## src/common/acs_pkg.sv

```systemverilog
// package: constants, types and helpers for the command list sequencer
package acs_pkg;
   localparam int ADDR_W = 24;
   localparam int DATA_W = 32;
   localparam int RES_W = 12;
   localparam int IDX_W = 6;
   localparam int OFF_W = 7;
   localparam int SMP_W = 8;
   localparam int LIST_LEN = 64;
   localparam int PUMP_CYC = 2;
   localparam int BUF_CYC = 2;
   localparam int ENTRY_SHIFT = 2;
   // register byte offsets
   localparam logic [7:0] OFS_CTRL = 8'h00;
   localparam logic [7:0] OFS_STAT = 8'h04;
   localparam logic [7:0] OFS_CBP = 8'h08;
   localparam logic [7:0] OFS_OFF0 = 8'h0C;
   localparam logic [7:0] OFS_OFF1 = 8'h10;
   localparam logic [7:0] OFS_IDX = 8'h14;
   localparam logic [7:0] OFS_CMD = 8'h18;
   localparam logic [7:0] OFS_RES = 8'h1C;
   // control register bits
   localparam int CTL_EN = 0;
   localparam int CTL_BMOD = 1;
   localparam int CTL_TRIGGER_BIT = 2;
   localparam int CTL_RESTART_BIT = 3;
   localparam int CTL_LOAD_OK_BIT = 4;
   localparam int CTL_IEN = 5;
   // status register bits
   localparam int STA_SEL = 0;
   localparam int STA_IA = 1;
   localparam int STA_IDLE = 2;
   localparam int STA_RDY = 3;
   // command fields
   localparam int CMD_TYP_LSB = 0;
   localparam int CMD_RES_LSB = 2;
   localparam int CMD_SMP_LSB = 4;
   localparam logic [DATA_W-1:0] CMD_RST = 32'h0000_0002;
   localparam logic [DATA_W-1:0] RD_ZERO = 32'h0000_0000;
   typedef enum logic [1:0] {
      TYP_NORMAL = 2'h0,
      TYP_END_SEQ = 2'h1,
      TYP_END_LIST = 2'h2,
      TYP_SPARE = 2'h3
   } acs_cmd_type_t;
   localparam logic [1:0] RES_8 = 2'h0;
   localparam logic [1:0] RES_10 = 2'h1;
   typedef enum logic [2:0] {
      ST_IDLE = 3'h0,
      ST_PUMP = 3'h1,
      ST_SBUF = 3'h3,
      ST_SFIN = 3'h2,
      ST_CONV = 3'h6,
      ST_NEXT = 3'h7
   } acs_state_t;
   typedef struct packed {
      logic req;
      logic [ADDR_W-1:0] addr;
   } acs_mreq_t;
   typedef struct packed {
      logic pump;
      logic buf_conn;
      logic dir_conn;
      logic hold;
      logic [RES_W-1:0] dac;
   } acs_ana_t;
   function automatic acs_cmd_type_t acs_cmd_type(input logic [DATA_W-1:0] cmd);
      return acs_cmd_type_t'(cmd[CMD_TYP_LSB +: 2]);
   endfunction : acs_cmd_type
   function automatic logic [3:0] acs_res_msb(input logic [1:0] r);
      case (r)
         RES_8: return 4'h7;
         RES_10: return 4'h9;
         default: return 4'hB;
      endcase
   endfunction : acs_res_msb
endpackage : acs_pkg

```

## src/acs_div.sv

```systemverilog
// converter clock enable divider
`timescale 1ns/1ps
module acs_div #(
   parameter int DIV = 8
) (
   // clock and reset
   input wire logic clk,
   input wire logic rst,
   // enable pulse
   output logic tick
);
   logic [7:0] cnt_q;
   wire last = (cnt_q == 8'(DIV - 1));
   always_ff @(posedge clk) begin
      if (rst || last) cnt_q <= 8'h00;
      else cnt_q <= cnt_q + 8'h01;
   end
   assign tick = last;
endmodule : acs_div

```

## src/acs_sar.sv

```systemverilog
// successive approximation search engine
`timescale 1ns/1ps
module acs_sar #(
   parameter int W = acs_pkg::RES_W
) (
   // clock and reset
   input wire logic clk,
   input wire logic rst,
   // control
   input wire logic step,
   input wire logic start,
   input wire logic [1:0] res,
   input wire logic comp,
   // results
   output logic [W-1:0] dac,
   output logic [W-1:0] code,
   output logic done
);
   logic [W-1:0] code_q;
   logic [W-1:0] mask_q;
   logic done_q;
   wire busy = |mask_q;
   wire [W-1:0] keep = comp ? (code_q | mask_q) : code_q;
   always_ff @(posedge clk) begin
      if (rst) begin
         code_q <= '0;
         mask_q <= '0;
         done_q <= 1'b0;
      end else if (start) begin
         code_q <= '0;
         mask_q <= W'(1) << acs_pkg::acs_res_msb(res);
         done_q <= 1'b0;
      end else begin
         done_q <= step && busy && mask_q[0];
         if (step && busy) begin
            code_q <= keep;
            mask_q <= mask_q >> 1;
         end
      end
   end
   assign dac = code_q | mask_q;
   assign code = code_q;
   assign done = done_q;
   a_sar_bit_count: assert property (@(posedge clk) disable iff (rst)
      start |=> mask_q == (W'(1) << acs_pkg::acs_res_msb($past(res))))
      else $error("search does not open at the top bit");
endmodule : acs_sar

```

## src/acs_top.sv

```systemverilog
// command list sequencer with APB registers, list fetch and conversion phases
`timescale 1ns/1ps
//////////////////////////////////////////////////////////////////////////////
// Overview of operation
// - sample via buffer two converter cycles, then directly for remaining time
// - two converter cycle pump phase precedes every sample phase
// - input disconnected from storage node while holding for conversion
// - resolution selectable as 8, 10 or 12 bits per conversion
// - binary search decides one bit per step, top bit first
// - below low reference gives zeros, above high reference gives ones
// - a list holds at most 64 commands, index never beyond 64
// - trigger runs sequence commands until end of sequence or end of list
// - two-bit type field tells normal, end of sequence, end of list
// - a list may hold zero to 63 sequences, all handled
// - commands double buffered, executing one readable, next loaded behind
// - fetch address is base plus list offset plus index
// - buffer mode bit; double mode swaps lists by load ok and restart
// - list select shows active list, forced zero in single mode
// - base pointer any even address, lowest bit always zero
// - access outside RAM sets illegal access flag and error interrupt
// - base, offset, index read only while enabled; index hardware owned
// - offsets and indices count entries, a command entry is 32 bits
// - trigger bit clears when first conversion begins sampling
module acs_top #(
   parameter int CONV_DIV = 8,
   parameter logic [23:0] RAM_LO = 24'h00_1000,
   parameter logic [23:0] RAM_HI = 24'h00_FFFF
) (
   // clock and reset
   input wire logic SYS_CLK,
   input wire logic RST,
   // apb slave
   input wire logic PSEL,
   input wire logic PENABLE,
   input wire logic PWRITE,
   input wire logic [7:0] PADDR,
   input wire logic [31:0] PWDATA,
   output logic [31:0] PRDATA,
   output logic PREADY,
   output logic PSLVERR,
   // system memory read port
   output acs_pkg::acs_mreq_t MEM,
   input wire logic MEM_ACK,
   input wire logic [31:0] MEM_RDATA,
   // analogue sub-block
   output acs_pkg::acs_ana_t ANA,
   input wire logic COMP_IN,
   // error interrupt
   output logic ERR_IRQ
);
   //////////////////////////////////////////////////////////////////////////
   // state
   logic en_q, bmod_q, trigger_bit_q, restart_bit_q, load_ok_bit_q, ien_q, ia_q, sel_q;
   logic [23:1] cbp_q;
   logic [acs_pkg::OFF_W-1:0] off0_q, off1_q;
   logic [acs_pkg::IDX_W-1:0] idx_q;
   logic [31:0] act_q, nxt_q;
   logic nxt_vld_q, fetch_q;
   logic [acs_pkg::RES_W-1:0] res_q;
   logic [acs_pkg::SMP_W-1:0] cnt_q, cnt_d;
   acs_pkg::acs_state_t state_q, state_d;
   acs_pkg::acs_ana_t ana_q;
   logic comp_s1_q, comp_s2_q;
   logic [31:0] rdata_q;
   logic [31:0] rd_mux;
   logic fetch_go, sar_go;

   //////////////////////////////////////////////////////////////////////////
   // apb decode
   wire apb_acc = PSEL && PENABLE;
   wire apb_wr = apb_acc && PWRITE;
   wire hit_ctrl = PADDR == acs_pkg::OFS_CTRL;
   wire hit_stat = PADDR == acs_pkg::OFS_STAT;
   wire hit_cbp = PADDR == acs_pkg::OFS_CBP;
   wire hit_off0 = PADDR == acs_pkg::OFS_OFF0;
   wire hit_off1 = PADDR == acs_pkg::OFS_OFF1;
   wire hit_idx = PADDR == acs_pkg::OFS_IDX;
   wire hit_cmd = PADDR == acs_pkg::OFS_CMD;
   wire hit_res = PADDR == acs_pkg::OFS_RES;
   wire hit_any = hit_ctrl | hit_stat | hit_cbp | hit_off0 | hit_off1 | hit_idx | hit_cmd | hit_res;
   wire wr_ctrl = apb_wr && hit_ctrl;
   wire addr_wr_ok = apb_wr && !en_q;
   wire idle = state_q == acs_pkg::ST_IDLE;

   //////////////////////////////////////////////////////////////////////////
   // command fetch address and range check
   wire [acs_pkg::OFF_W-1:0] off_sel = sel_q ? off1_q : off0_q;
   wire [acs_pkg::ADDR_W-1:0] entry = acs_pkg::ADDR_W'(off_sel) + acs_pkg::ADDR_W'(idx_q);
   wire [acs_pkg::ADDR_W-1:0] fetch_addr = {cbp_q, 1'b0} + (entry << acs_pkg::ENTRY_SHIFT);
   wire illegal = (fetch_addr < RAM_LO) || (fetch_addr > RAM_HI - 24'h00_0003);
   wire fetch_done = fetch_q && (MEM_ACK || illegal);
   wire [31:0] fetch_word = illegal ? acs_pkg::CMD_RST : MEM_RDATA;

   //////////////////////////////////////////////////////////////////////////
   // command decode
   acs_pkg::acs_cmd_type_t act_typ, nxt_typ;
   assign act_typ = acs_pkg::acs_cmd_type(act_q);
   assign nxt_typ = acs_pkg::acs_cmd_type(nxt_q);
   wire act_eol = act_typ == acs_pkg::TYP_END_LIST;
   wire act_stop = act_eol || act_typ == acs_pkg::TYP_END_SEQ;
   wire [1:0] act_res = act_q[acs_pkg::CMD_RES_LSB +: 2];
   wire [acs_pkg::SMP_W-1:0] act_smp = act_q[acs_pkg::CMD_SMP_LSB +: acs_pkg::SMP_W];
   wire [acs_pkg::SMP_W-1:0] fin_len = (act_smp > acs_pkg::SMP_W'(acs_pkg::BUF_CYC + 1)) ?
      act_smp - acs_pkg::SMP_W'(acs_pkg::BUF_CYC) : acs_pkg::SMP_W'(1);
   wire start_ok = idle && en_q && trigger_bit_q && nxt_vld_q && !fetch_q && !restart_bit_q;
   wire restart_go = idle && en_q && restart_bit_q && !fetch_q;
   wire swap = restart_go && bmod_q && load_ok_bit_q;

   //////////////////////////////////////////////////////////////////////////
   // converter clock and search engine
   logic tick, sar_done;
   logic [acs_pkg::RES_W-1:0] sar_dac, sar_code;
   acs_div #(.DIV(CONV_DIV)) acs_div_i (
      .clk(SYS_CLK),
      .rst(RST),
      .tick(tick)
   );
   acs_sar #(.W(acs_pkg::RES_W)) acs_sar_i (
      .clk(SYS_CLK),
      .rst(RST),
      .step(tick && state_q == acs_pkg::ST_CONV),
      .start(sar_go),
      .res(act_res),
      .comp(comp_s2_q),
      .dac(sar_dac),
      .code(sar_code),
      .done(sar_done)
   );

   //////////////////////////////////////////////////////////////////////////
   // phase sequencer
   always_comb begin
      state_d = state_q;
      cnt_d = cnt_q;
      fetch_go = restart_go;
      sar_go = 1'b0;
      case (state_q)
         acs_pkg::ST_IDLE: begin
            cnt_d = '0;
            if (start_ok) begin
               state_d = acs_pkg::ST_PUMP;
               fetch_go = nxt_typ != acs_pkg::TYP_END_LIST;
            end
         end
         acs_pkg::ST_PUMP: if (tick) begin
            cnt_d = cnt_q + 1'b1;
            if (cnt_q == acs_pkg::SMP_W'(acs_pkg::PUMP_CYC - 1)) begin
               state_d = acs_pkg::ST_SBUF;
               cnt_d = '0;
            end
         end
         acs_pkg::ST_SBUF: if (tick) begin
            cnt_d = cnt_q + 1'b1;
            if (cnt_q == acs_pkg::SMP_W'(acs_pkg::BUF_CYC - 1)) begin
               state_d = acs_pkg::ST_SFIN;
               cnt_d = '0;
            end
         end
         acs_pkg::ST_SFIN: if (tick) begin
            cnt_d = cnt_q + 1'b1;
            if (cnt_q == fin_len - 1'b1) begin
               state_d = acs_pkg::ST_CONV;
               sar_go = 1'b1;
            end
         end
         acs_pkg::ST_CONV: if (sar_done) state_d = acs_pkg::ST_NEXT;
         acs_pkg::ST_NEXT: begin
            cnt_d = '0;
            if (act_stop) begin
               state_d = acs_pkg::ST_IDLE;
               fetch_go = act_eol;
            end else if (nxt_vld_q && !fetch_q) begin
               state_d = acs_pkg::ST_PUMP;
               fetch_go = nxt_typ != acs_pkg::TYP_END_LIST;
            end
         end
         default: state_d = acs_pkg::ST_IDLE;
      endcase
      if (!en_q) begin
         state_d = acs_pkg::ST_IDLE;
         fetch_go = 1'b0;
      end
   end

   wire take_next = (idle && start_ok) || (state_q == acs_pkg::ST_NEXT && state_d == acs_pkg::ST_PUMP);
   wire to_top = restart_go || (state_q == acs_pkg::ST_NEXT && act_eol && en_q);

   always_ff @(posedge SYS_CLK) begin
      if (RST) begin
         state_q <= acs_pkg::ST_IDLE;
         cnt_q <= '0;
      end else begin
         state_q <= state_d;
         cnt_q <= cnt_d;
      end
   end

   //////////////////////////////////////////////////////////////////////////
   // command double buffer and index
   always_ff @(posedge SYS_CLK) begin
      if (RST) begin
         act_q <= acs_pkg::CMD_RST;
         nxt_q <= acs_pkg::CMD_RST;
         nxt_vld_q <= 1'b0;
         fetch_q <= 1'b0;
         idx_q <= '0;
      end else begin
         if (take_next) act_q <= nxt_q;
         if (fetch_done) nxt_q <= fetch_word;
         nxt_vld_q <= fetch_done || (nxt_vld_q && !take_next && en_q);
         fetch_q <= en_q && (fetch_go || (fetch_q && !fetch_done));
         if (to_top) idx_q <= '0;
         else if (fetch_done) idx_q <= idx_q + 1'b1;
         else if (addr_wr_ok && hit_idx) idx_q <= PWDATA[acs_pkg::IDX_W-1:0];
      end
   end

   //////////////////////////////////////////////////////////////////////////
   // software registers
   always_ff @(posedge SYS_CLK) begin
      if (RST) begin
         en_q <= 1'b0;
         bmod_q <= 1'b0;
         ien_q <= 1'b0;
         cbp_q <= '0;
         off0_q <= '0;
         off1_q <= '0;
      end else begin
         if (wr_ctrl) begin
            en_q <= PWDATA[acs_pkg::CTL_EN];
            bmod_q <= PWDATA[acs_pkg::CTL_BMOD];
            ien_q <= PWDATA[acs_pkg::CTL_IEN];
         end
         if (addr_wr_ok && hit_cbp) cbp_q <= PWDATA[23:1];
         if (addr_wr_ok && hit_off0) off0_q <= PWDATA[acs_pkg::OFF_W-1:0];
         if (addr_wr_ok && hit_off1) off1_q <= PWDATA[acs_pkg::OFF_W-1:0];
      end
   end

   //////////////////////////////////////////////////////////////////////////
   // flow control bits, list select and error flag
   wire sw_trigger_bit = wr_ctrl && PWDATA[acs_pkg::CTL_TRIGGER_BIT] && en_q && idle;
   wire sw_restart_bit = wr_ctrl && PWDATA[acs_pkg::CTL_RESTART_BIT] && en_q && idle;
   wire sw_load_ok_bit = wr_ctrl && PWDATA[acs_pkg::CTL_LOAD_OK_BIT];
   wire ia_clr = apb_wr && hit_stat && PWDATA[acs_pkg::STA_IA];
   wire samp_start = state_q == acs_pkg::ST_PUMP && state_d == acs_pkg::ST_SBUF;
   always_ff @(posedge SYS_CLK) begin
      if (RST) begin
         trigger_bit_q <= 1'b0;
         restart_bit_q <= 1'b0;
         load_ok_bit_q <= 1'b0;
         sel_q <= 1'b0;
         ia_q <= 1'b0;
      end else begin
         if (samp_start || !en_q) trigger_bit_q <= 1'b0;
         else if (sw_trigger_bit) trigger_bit_q <= 1'b1;
         if (sw_restart_bit) restart_bit_q <= 1'b1;
         else if (restart_go || !en_q) restart_bit_q <= 1'b0;
         if (sw_load_ok_bit) load_ok_bit_q <= 1'b1;
         else if (swap) load_ok_bit_q <= 1'b0;
         if (!bmod_q) sel_q <= 1'b0;
         else if (swap) sel_q <= !sel_q;
         if (fetch_q && illegal) ia_q <= 1'b1;
         else if (ia_clr) ia_q <= 1'b0;
      end
   end

   //////////////////////////////////////////////////////////////////////////
   // analogue control, comparator sync, result
   always_ff @(posedge SYS_CLK) begin
      if (RST) begin
         ana_q <= '0;
         comp_s1_q <= 1'b0;
         comp_s2_q <= 1'b0;
         res_q <= '0;
      end else begin
         ana_q.pump <= state_q == acs_pkg::ST_PUMP;
         ana_q.buf_conn <= state_q == acs_pkg::ST_SBUF;
         ana_q.dir_conn <= state_q == acs_pkg::ST_SFIN;
         ana_q.hold <= state_q == acs_pkg::ST_CONV;
         ana_q.dac <= sar_dac;
         comp_s1_q <= COMP_IN;
         comp_s2_q <= comp_s1_q;
         if (sar_done) res_q <= sar_code;
      end
   end

   //////////////////////////////////////////////////////////////////////////
   // read data
   assign rd_mux =
      hit_ctrl ? {26'h0, ien_q, load_ok_bit_q, restart_bit_q, trigger_bit_q, bmod_q, en_q} :
      hit_stat ? {28'h0, nxt_vld_q, idle, ia_q, sel_q} :
      hit_cbp ? {8'h00, cbp_q, 1'b0} :
      hit_off0 ? {25'h0, off0_q} :
      hit_off1 ? {25'h0, off1_q} :
      hit_idx ? {26'h0, idx_q} :
      hit_cmd ? act_q :
      hit_res ? {20'h0, res_q} : acs_pkg::RD_ZERO;
   always_ff @(posedge SYS_CLK) begin
      if (RST) rdata_q <= '0;
      else if (PSEL && !PENABLE && !PWRITE) rdata_q <= rd_mux;
   end

   assign PRDATA = rdata_q;
   assign PREADY = 1'b1;
   assign PSLVERR = apb_acc && !hit_any;
   assign MEM.req = fetch_q;
   assign MEM.addr = fetch_addr;
   assign ANA = ana_q;
   assign ERR_IRQ = ia_q && ien_q;

   //////////////////////////////////////////////////////////////////////////
   // checks
   wire pump_tick = tick && state_q == acs_pkg::ST_PUMP;
   wire in_sbuf = state_q == acs_pkg::ST_SBUF;
   a_pump_two_ticks: assert property (@(posedge SYS_CLK) disable iff (RST)
      samp_start |-> $past(pump_tick, (acs_pkg::PUMP_CYC - 1) * CONV_DIV))
      else $error("pump phase length wrong");
   a_buf_two_ticks: assert property (@(posedge SYS_CLK) disable iff (RST)
      (in_sbuf && state_d == acs_pkg::ST_SFIN) |-> $past(in_sbuf, acs_pkg::BUF_CYC * CONV_DIV - 1) &&
      !$past(in_sbuf, acs_pkg::BUF_CYC * CONV_DIV))
      else $error("buffered sample length wrong");
   a_hold_open: assert property (@(posedge SYS_CLK) disable iff (RST)
      state_q == acs_pkg::ST_CONV |=> !ana_q.buf_conn && !ana_q.dir_conn)
      else $error("input connected during hold");
   a_trigger_bit_clear: assert property (@(posedge SYS_CLK) disable iff (RST)
      samp_start |=> !trigger_bit_q && state_q == acs_pkg::ST_SBUF)
      else $error("trigger not cleared at sample start");
   a_idx_advance: assert property (@(posedge SYS_CLK) disable iff (RST)
      fetch_done && !to_top |=> idx_q == $past(idx_q) + 1'b1)
      else $error("index did not advance");
   a_sel_single: assert property (@(posedge SYS_CLK) disable iff (RST)
      !bmod_q ##1 !bmod_q |-> !sel_q)
      else $error("list select set in single mode");
   a_ia_flag: assert property (@(posedge SYS_CLK) disable iff (RST)
      fetch_q && illegal && ien_q |=> ia_q && ERR_IRQ)
      else $error("illegal access not flagged");
   a_ro_enabled: assert property (@(posedge SYS_CLK) disable iff (RST)
      en_q && apb_wr && hit_cbp |=> $stable(cbp_q))
      else $error("base pointer written while enabled");
   a_eol_top: assert property (@(posedge SYS_CLK) disable iff (RST)
      state_q == acs_pkg::ST_NEXT && act_eol && en_q |=> idle && idx_q == '0)
      else $error("end of list did not return to top");
endmodule : acs_top

```

## config.mk

```make
export PLATFORM = sky130hd
export DESIGN_NAME = acs_top
export DESIGN_NICKNAME = d
export VERILOG_FILES = /design/src/common/acs_pkg.sv /design/src/acs_div.sv /design/src/acs_sar.sv /design/src/acs_top.sv
export SDC_FILE = /design/constraint.sdc
export NUM_CORES = 1
export LEC_CHECK = 0
export ABC_AREA = 0
export BUFFER_PORTS_ARGS = -buffer_cell sky130_fd_sc_hd__buf_2
export CAP_MARGIN = 20
export CORE_MARGIN = 5
export CORE_UTILIZATION = 60
export DETAILED_ROUTE_END_ITERATION = 10
export HOLD_SLACK_MARGIN = 0.08
export PLACE_DENSITY = 0.95
export SLEW_MARGIN = 40
export SYNTH_ARGS = -nofsm -noshare
export SYNTH_HDL_FRONTEND = slang
export SYNTH_SLANG_ARGS = --single-unit
export TNS_END_PERCENT = 10
```

## constraint.sdc

```tcl
create_clock -name SYS_CLK -period 8.4 [get_ports SYS_CLK]
set_clock_uncertainty 0.15 [all_clocks]
set_input_delay 0.84 -clock SYS_CLK [delete_from_list [all_inputs] [get_ports SYS_CLK]]
set_output_delay 0.84 -clock SYS_CLK [all_outputs]
set_load 0.03 [all_outputs]
```

==> impl_metrics.yaml <==
run_status:
  status: "finished, final reports clean"
min_path:
  hold_class: "reg2reg"
  hold_depth: 1
  holdCritStartpoint: "comp_s1_q$_SDFF_PP0_"
  min_to: "comp_s2_q$_SDFF_PP0_"
cts:
  cts_buffers: 23
  hold_buffers: 0
  postCtsSetupBuffers: 0
  cts.reportedPaths.clkPinSlew_ps: 60
  cts_buffer_depth: 3
  cts-htree-levels: 1
  clock_latency_ps: 510
  ctsResizeCount: 0
  root_buffer: "clkbuf_16"
  tritoncts: "yes"
  cts.sinks: 223
sta:
  final_hold_viol_count: 0
  max_slew.worst_pin.slew_ps: 864
  layout_setup_ws_ps: 2260
  min_period_over_period: 0.731
  finalMaxSlewViolations: 0
  final.setup.tns_ps: 0
  min_period_ps: 6140
  fmax_mhz: 163
  slew_headroom: 0.420
  rsz0062_at_grt: "false"
  finalSetupViolCount: 0
detailed_routing:
  drtIter0Drc: 1320
  vias: 9988
  ant_nets: 0
  routedWlPerCell_um: 18.5
  drt-total-wl_um: 29900
  drc: 0
  first_pass_iters: 8
  routed_via_density: 6.18
logic_synthesis:
  synth_nets: 1393
  async_flop_share: 0
  yosysTopAreaCell: "dfxtp_1"
  synth-seq-cells: 223
  synth_cell_types: 72
  synthFlopType: "dfxtp_1"
  synth_area_leaders: "dfxtp_1, mux2i_1, nor2_1, a21oi_1, nand2_1"
  synth_most_common_cell: "dfxtp_1"
  syn_inst: 1291
  synth_edf_count: 0
  yosysSeqAreaShare: 0.418
  syn_avg_cell_area_um2: 8.27
  ys_top_cells_by_count: "dfxtp_1, nor2_1, nand2_1"
  synth_top_area_share: 0.418
  yosysWarnings: 0
  syn_area_um2: 10700
global_routing:
  grt_overflow: 0
  antenna_found_initial: 1
  grt_pass1_wl_um: 47100
  grt_usage: 0.280
  grt_pass1_vias: 9307
  grt_max_degree: 111
critical_path:
  startpoint_type: "flip-flop"
  worstSetupPathType: "reg2reg"
  critical_path_required_ps: 8680
  ff2ff_setup_slack_ps: 2260
  end_kind: "flip-flop"
  worstReg2RegStart: "sel_q$_SDFFE_PP0P_"
  r2r-end: "idx_q[5]$_SDFFE_PP0P_"
  reg2regPathDepth: 20
  cp.arrival_ps: 6420
  cp_max_fo: 50
die:
  die_h_um: 143
  start_util: 0.615
  floorplan.rows: 48
  ios: 155
  die_w_um: 143
  fp.dieArea_um2: 20600
  core_area_um2: 17400
finish:
  drive_gt1_frac: 0.159
  stdcell_count: 1617
  layout.nets: 1479
  fin_area_um2: 12200
  area_growth_pct: 14.1
  final_core_util: 0.701
power:
  p_leak_nw: 4.77
  vdd_drop_max_mv: 0.193
  p_per_area_nw_per_um2: 178
placement:
  place_congestion: 0.924
  hpwl_um: 20400
  placed_area_um2: 11400
  post-place-ws_ps: 2410
  port_buffers: 144
  place_inst: 1576
job:
  drv_cap: 0
==> per-stage QoR <==
step | total power, mW | hold WS (ps)
2_1_floorplan | 1.12 | 263
3_3_place_gp | 1.15 | 273
3_5_place_dp | 1.15 | 290
4_1_cts | 2.17 | 302
5_1_grt | 2.23 | 311
6_report | 2.17 | 295
==> cells in the final DEF, fill, tap and decap left out, types with 12 or more instances in the layout <==
cell type  synthesis  final
nand2_1          148    147
mux2i_1           76     76
buf_2              7    143
xor2_1            20     20
a31oi_1           19     19
ha_1              21     21
nand2b_1          13     13
o21ai_0           40     39
nor2_1           184    183
xnor2_1           29     29
clkbuf_16          0     23
or3_1             12     12
nand4_1           40     40
dfxtp_1          223    223
a21oi_1          112    112
nor3_1            26     24
a22oi_1           19     19
inv_1             29     29
mux2_2            13     13
nand3_1           34     34
==> worst max path at each step <==
| stage | from | slack (ps) | end | cells past startpoint |
|---|---|---|---|---|
| after global routing | sel_q$_SDFFE_PP0P_ | 1930 | idx_q[5]$_SDFFE_PP0P_ | 20 |
| after detailed placement | sel_q$_SDFFE_PP0P_ | 2410 | idx_q[5]$_SDFFE_PP0P_ | 20 |
| after CTS | sel_q$_SDFFE_PP0P_ | 2360 | idx_q[5]$_SDFFE_PP0P_ | 20 |
| after floorplan | sel_q$_SDFFE_PP0P_ | 3240 | idx_q[2]$_SDFFE_PP0P_ | 21 |
| final | sel_q$_SDFFE_PP0P_ | 2260 | idx_q[5]$_SDFFE_PP0P_ | 20 |
| after global placement | sel_q$_SDFFE_PP0P_ | 2610 | idx_q[3]$_SDFFE_PP0P_ | 20 |
==> critical path: stages, from the launching register on <==
cell	delay [ps]
dfxtp_1	610
mux2i_1	350
inv_1	70
ha_1	280
a21o_1	170
a21oi_1	230
o21bai_1	100
a21oi_1	230
inv_1	70
a21oi_1	150
nor2_1	70
ha_1	410
o21ai_0	170
or3_1	390
a211oi_1	530
mux2_2	390
mux2_2	310
o41ai_4	290
buf_4	520
mux2_2	400
a31oi_1	130
==> cell families (layout without fill, tap and decap cells) <==
| logic type | after synthesis | in the layout | share of synthesized area |
|---|---|---|---|
| other cells | 2 | 3 | 0.000704 |
| simple gates | 521 | 521 | 0.227 |
| xor+xnor | 49 | 49 | 0.0402 |
| buf+inv | 124 | 224 | 0.0487 |
| mux | 90 | 90 | 0.0871 |
| fa+ha+maj | 24 | 24 | 0.0293 |
| compound gates | 258 | 258 | 0.149 |
| flops | 223 | 223 | 0.418 |
==> registers in the layout (all words and copies together), names as in the netlist, 12 cells and up <==
signal and cells:
PRDATA 32, act_q 32, nxt_q 32, cbp_q 23, ANA 16, acs_sar_i.code 12
acs_sar_i.mask_q 12, res_q 12
==> metal layers <==
metal  track usage  part of all wire  vias up
met5             0                 0        -
met3        0.0506             0.093       86
met1         0.369              0.39     4665
met4         0.105             0.036        0
li1              -                 -     4674
met2         0.463              0.48      563
==> area by class of cell <==
cell class | count | area [um^2]
sequential | 223 | 4460
clock buffer | 31 | 636
inverter | 30 | 113
antenna | 1 | 2.50
tap | 225 | 282
fill | 1248 | 5180
clock inverter | 8 | 124
multi-input combinational | 944 | 5720
timing repair buffer | 155 | 830
==> power by group <==
part	total (mW)	switching [mW]	internal (mW)
clock network	1.04	0.416	0.621
registers	1.06	0.00193	1.06
logic	0.0723	0.0503	0.0220
Power figures use the tool's default switching activity.
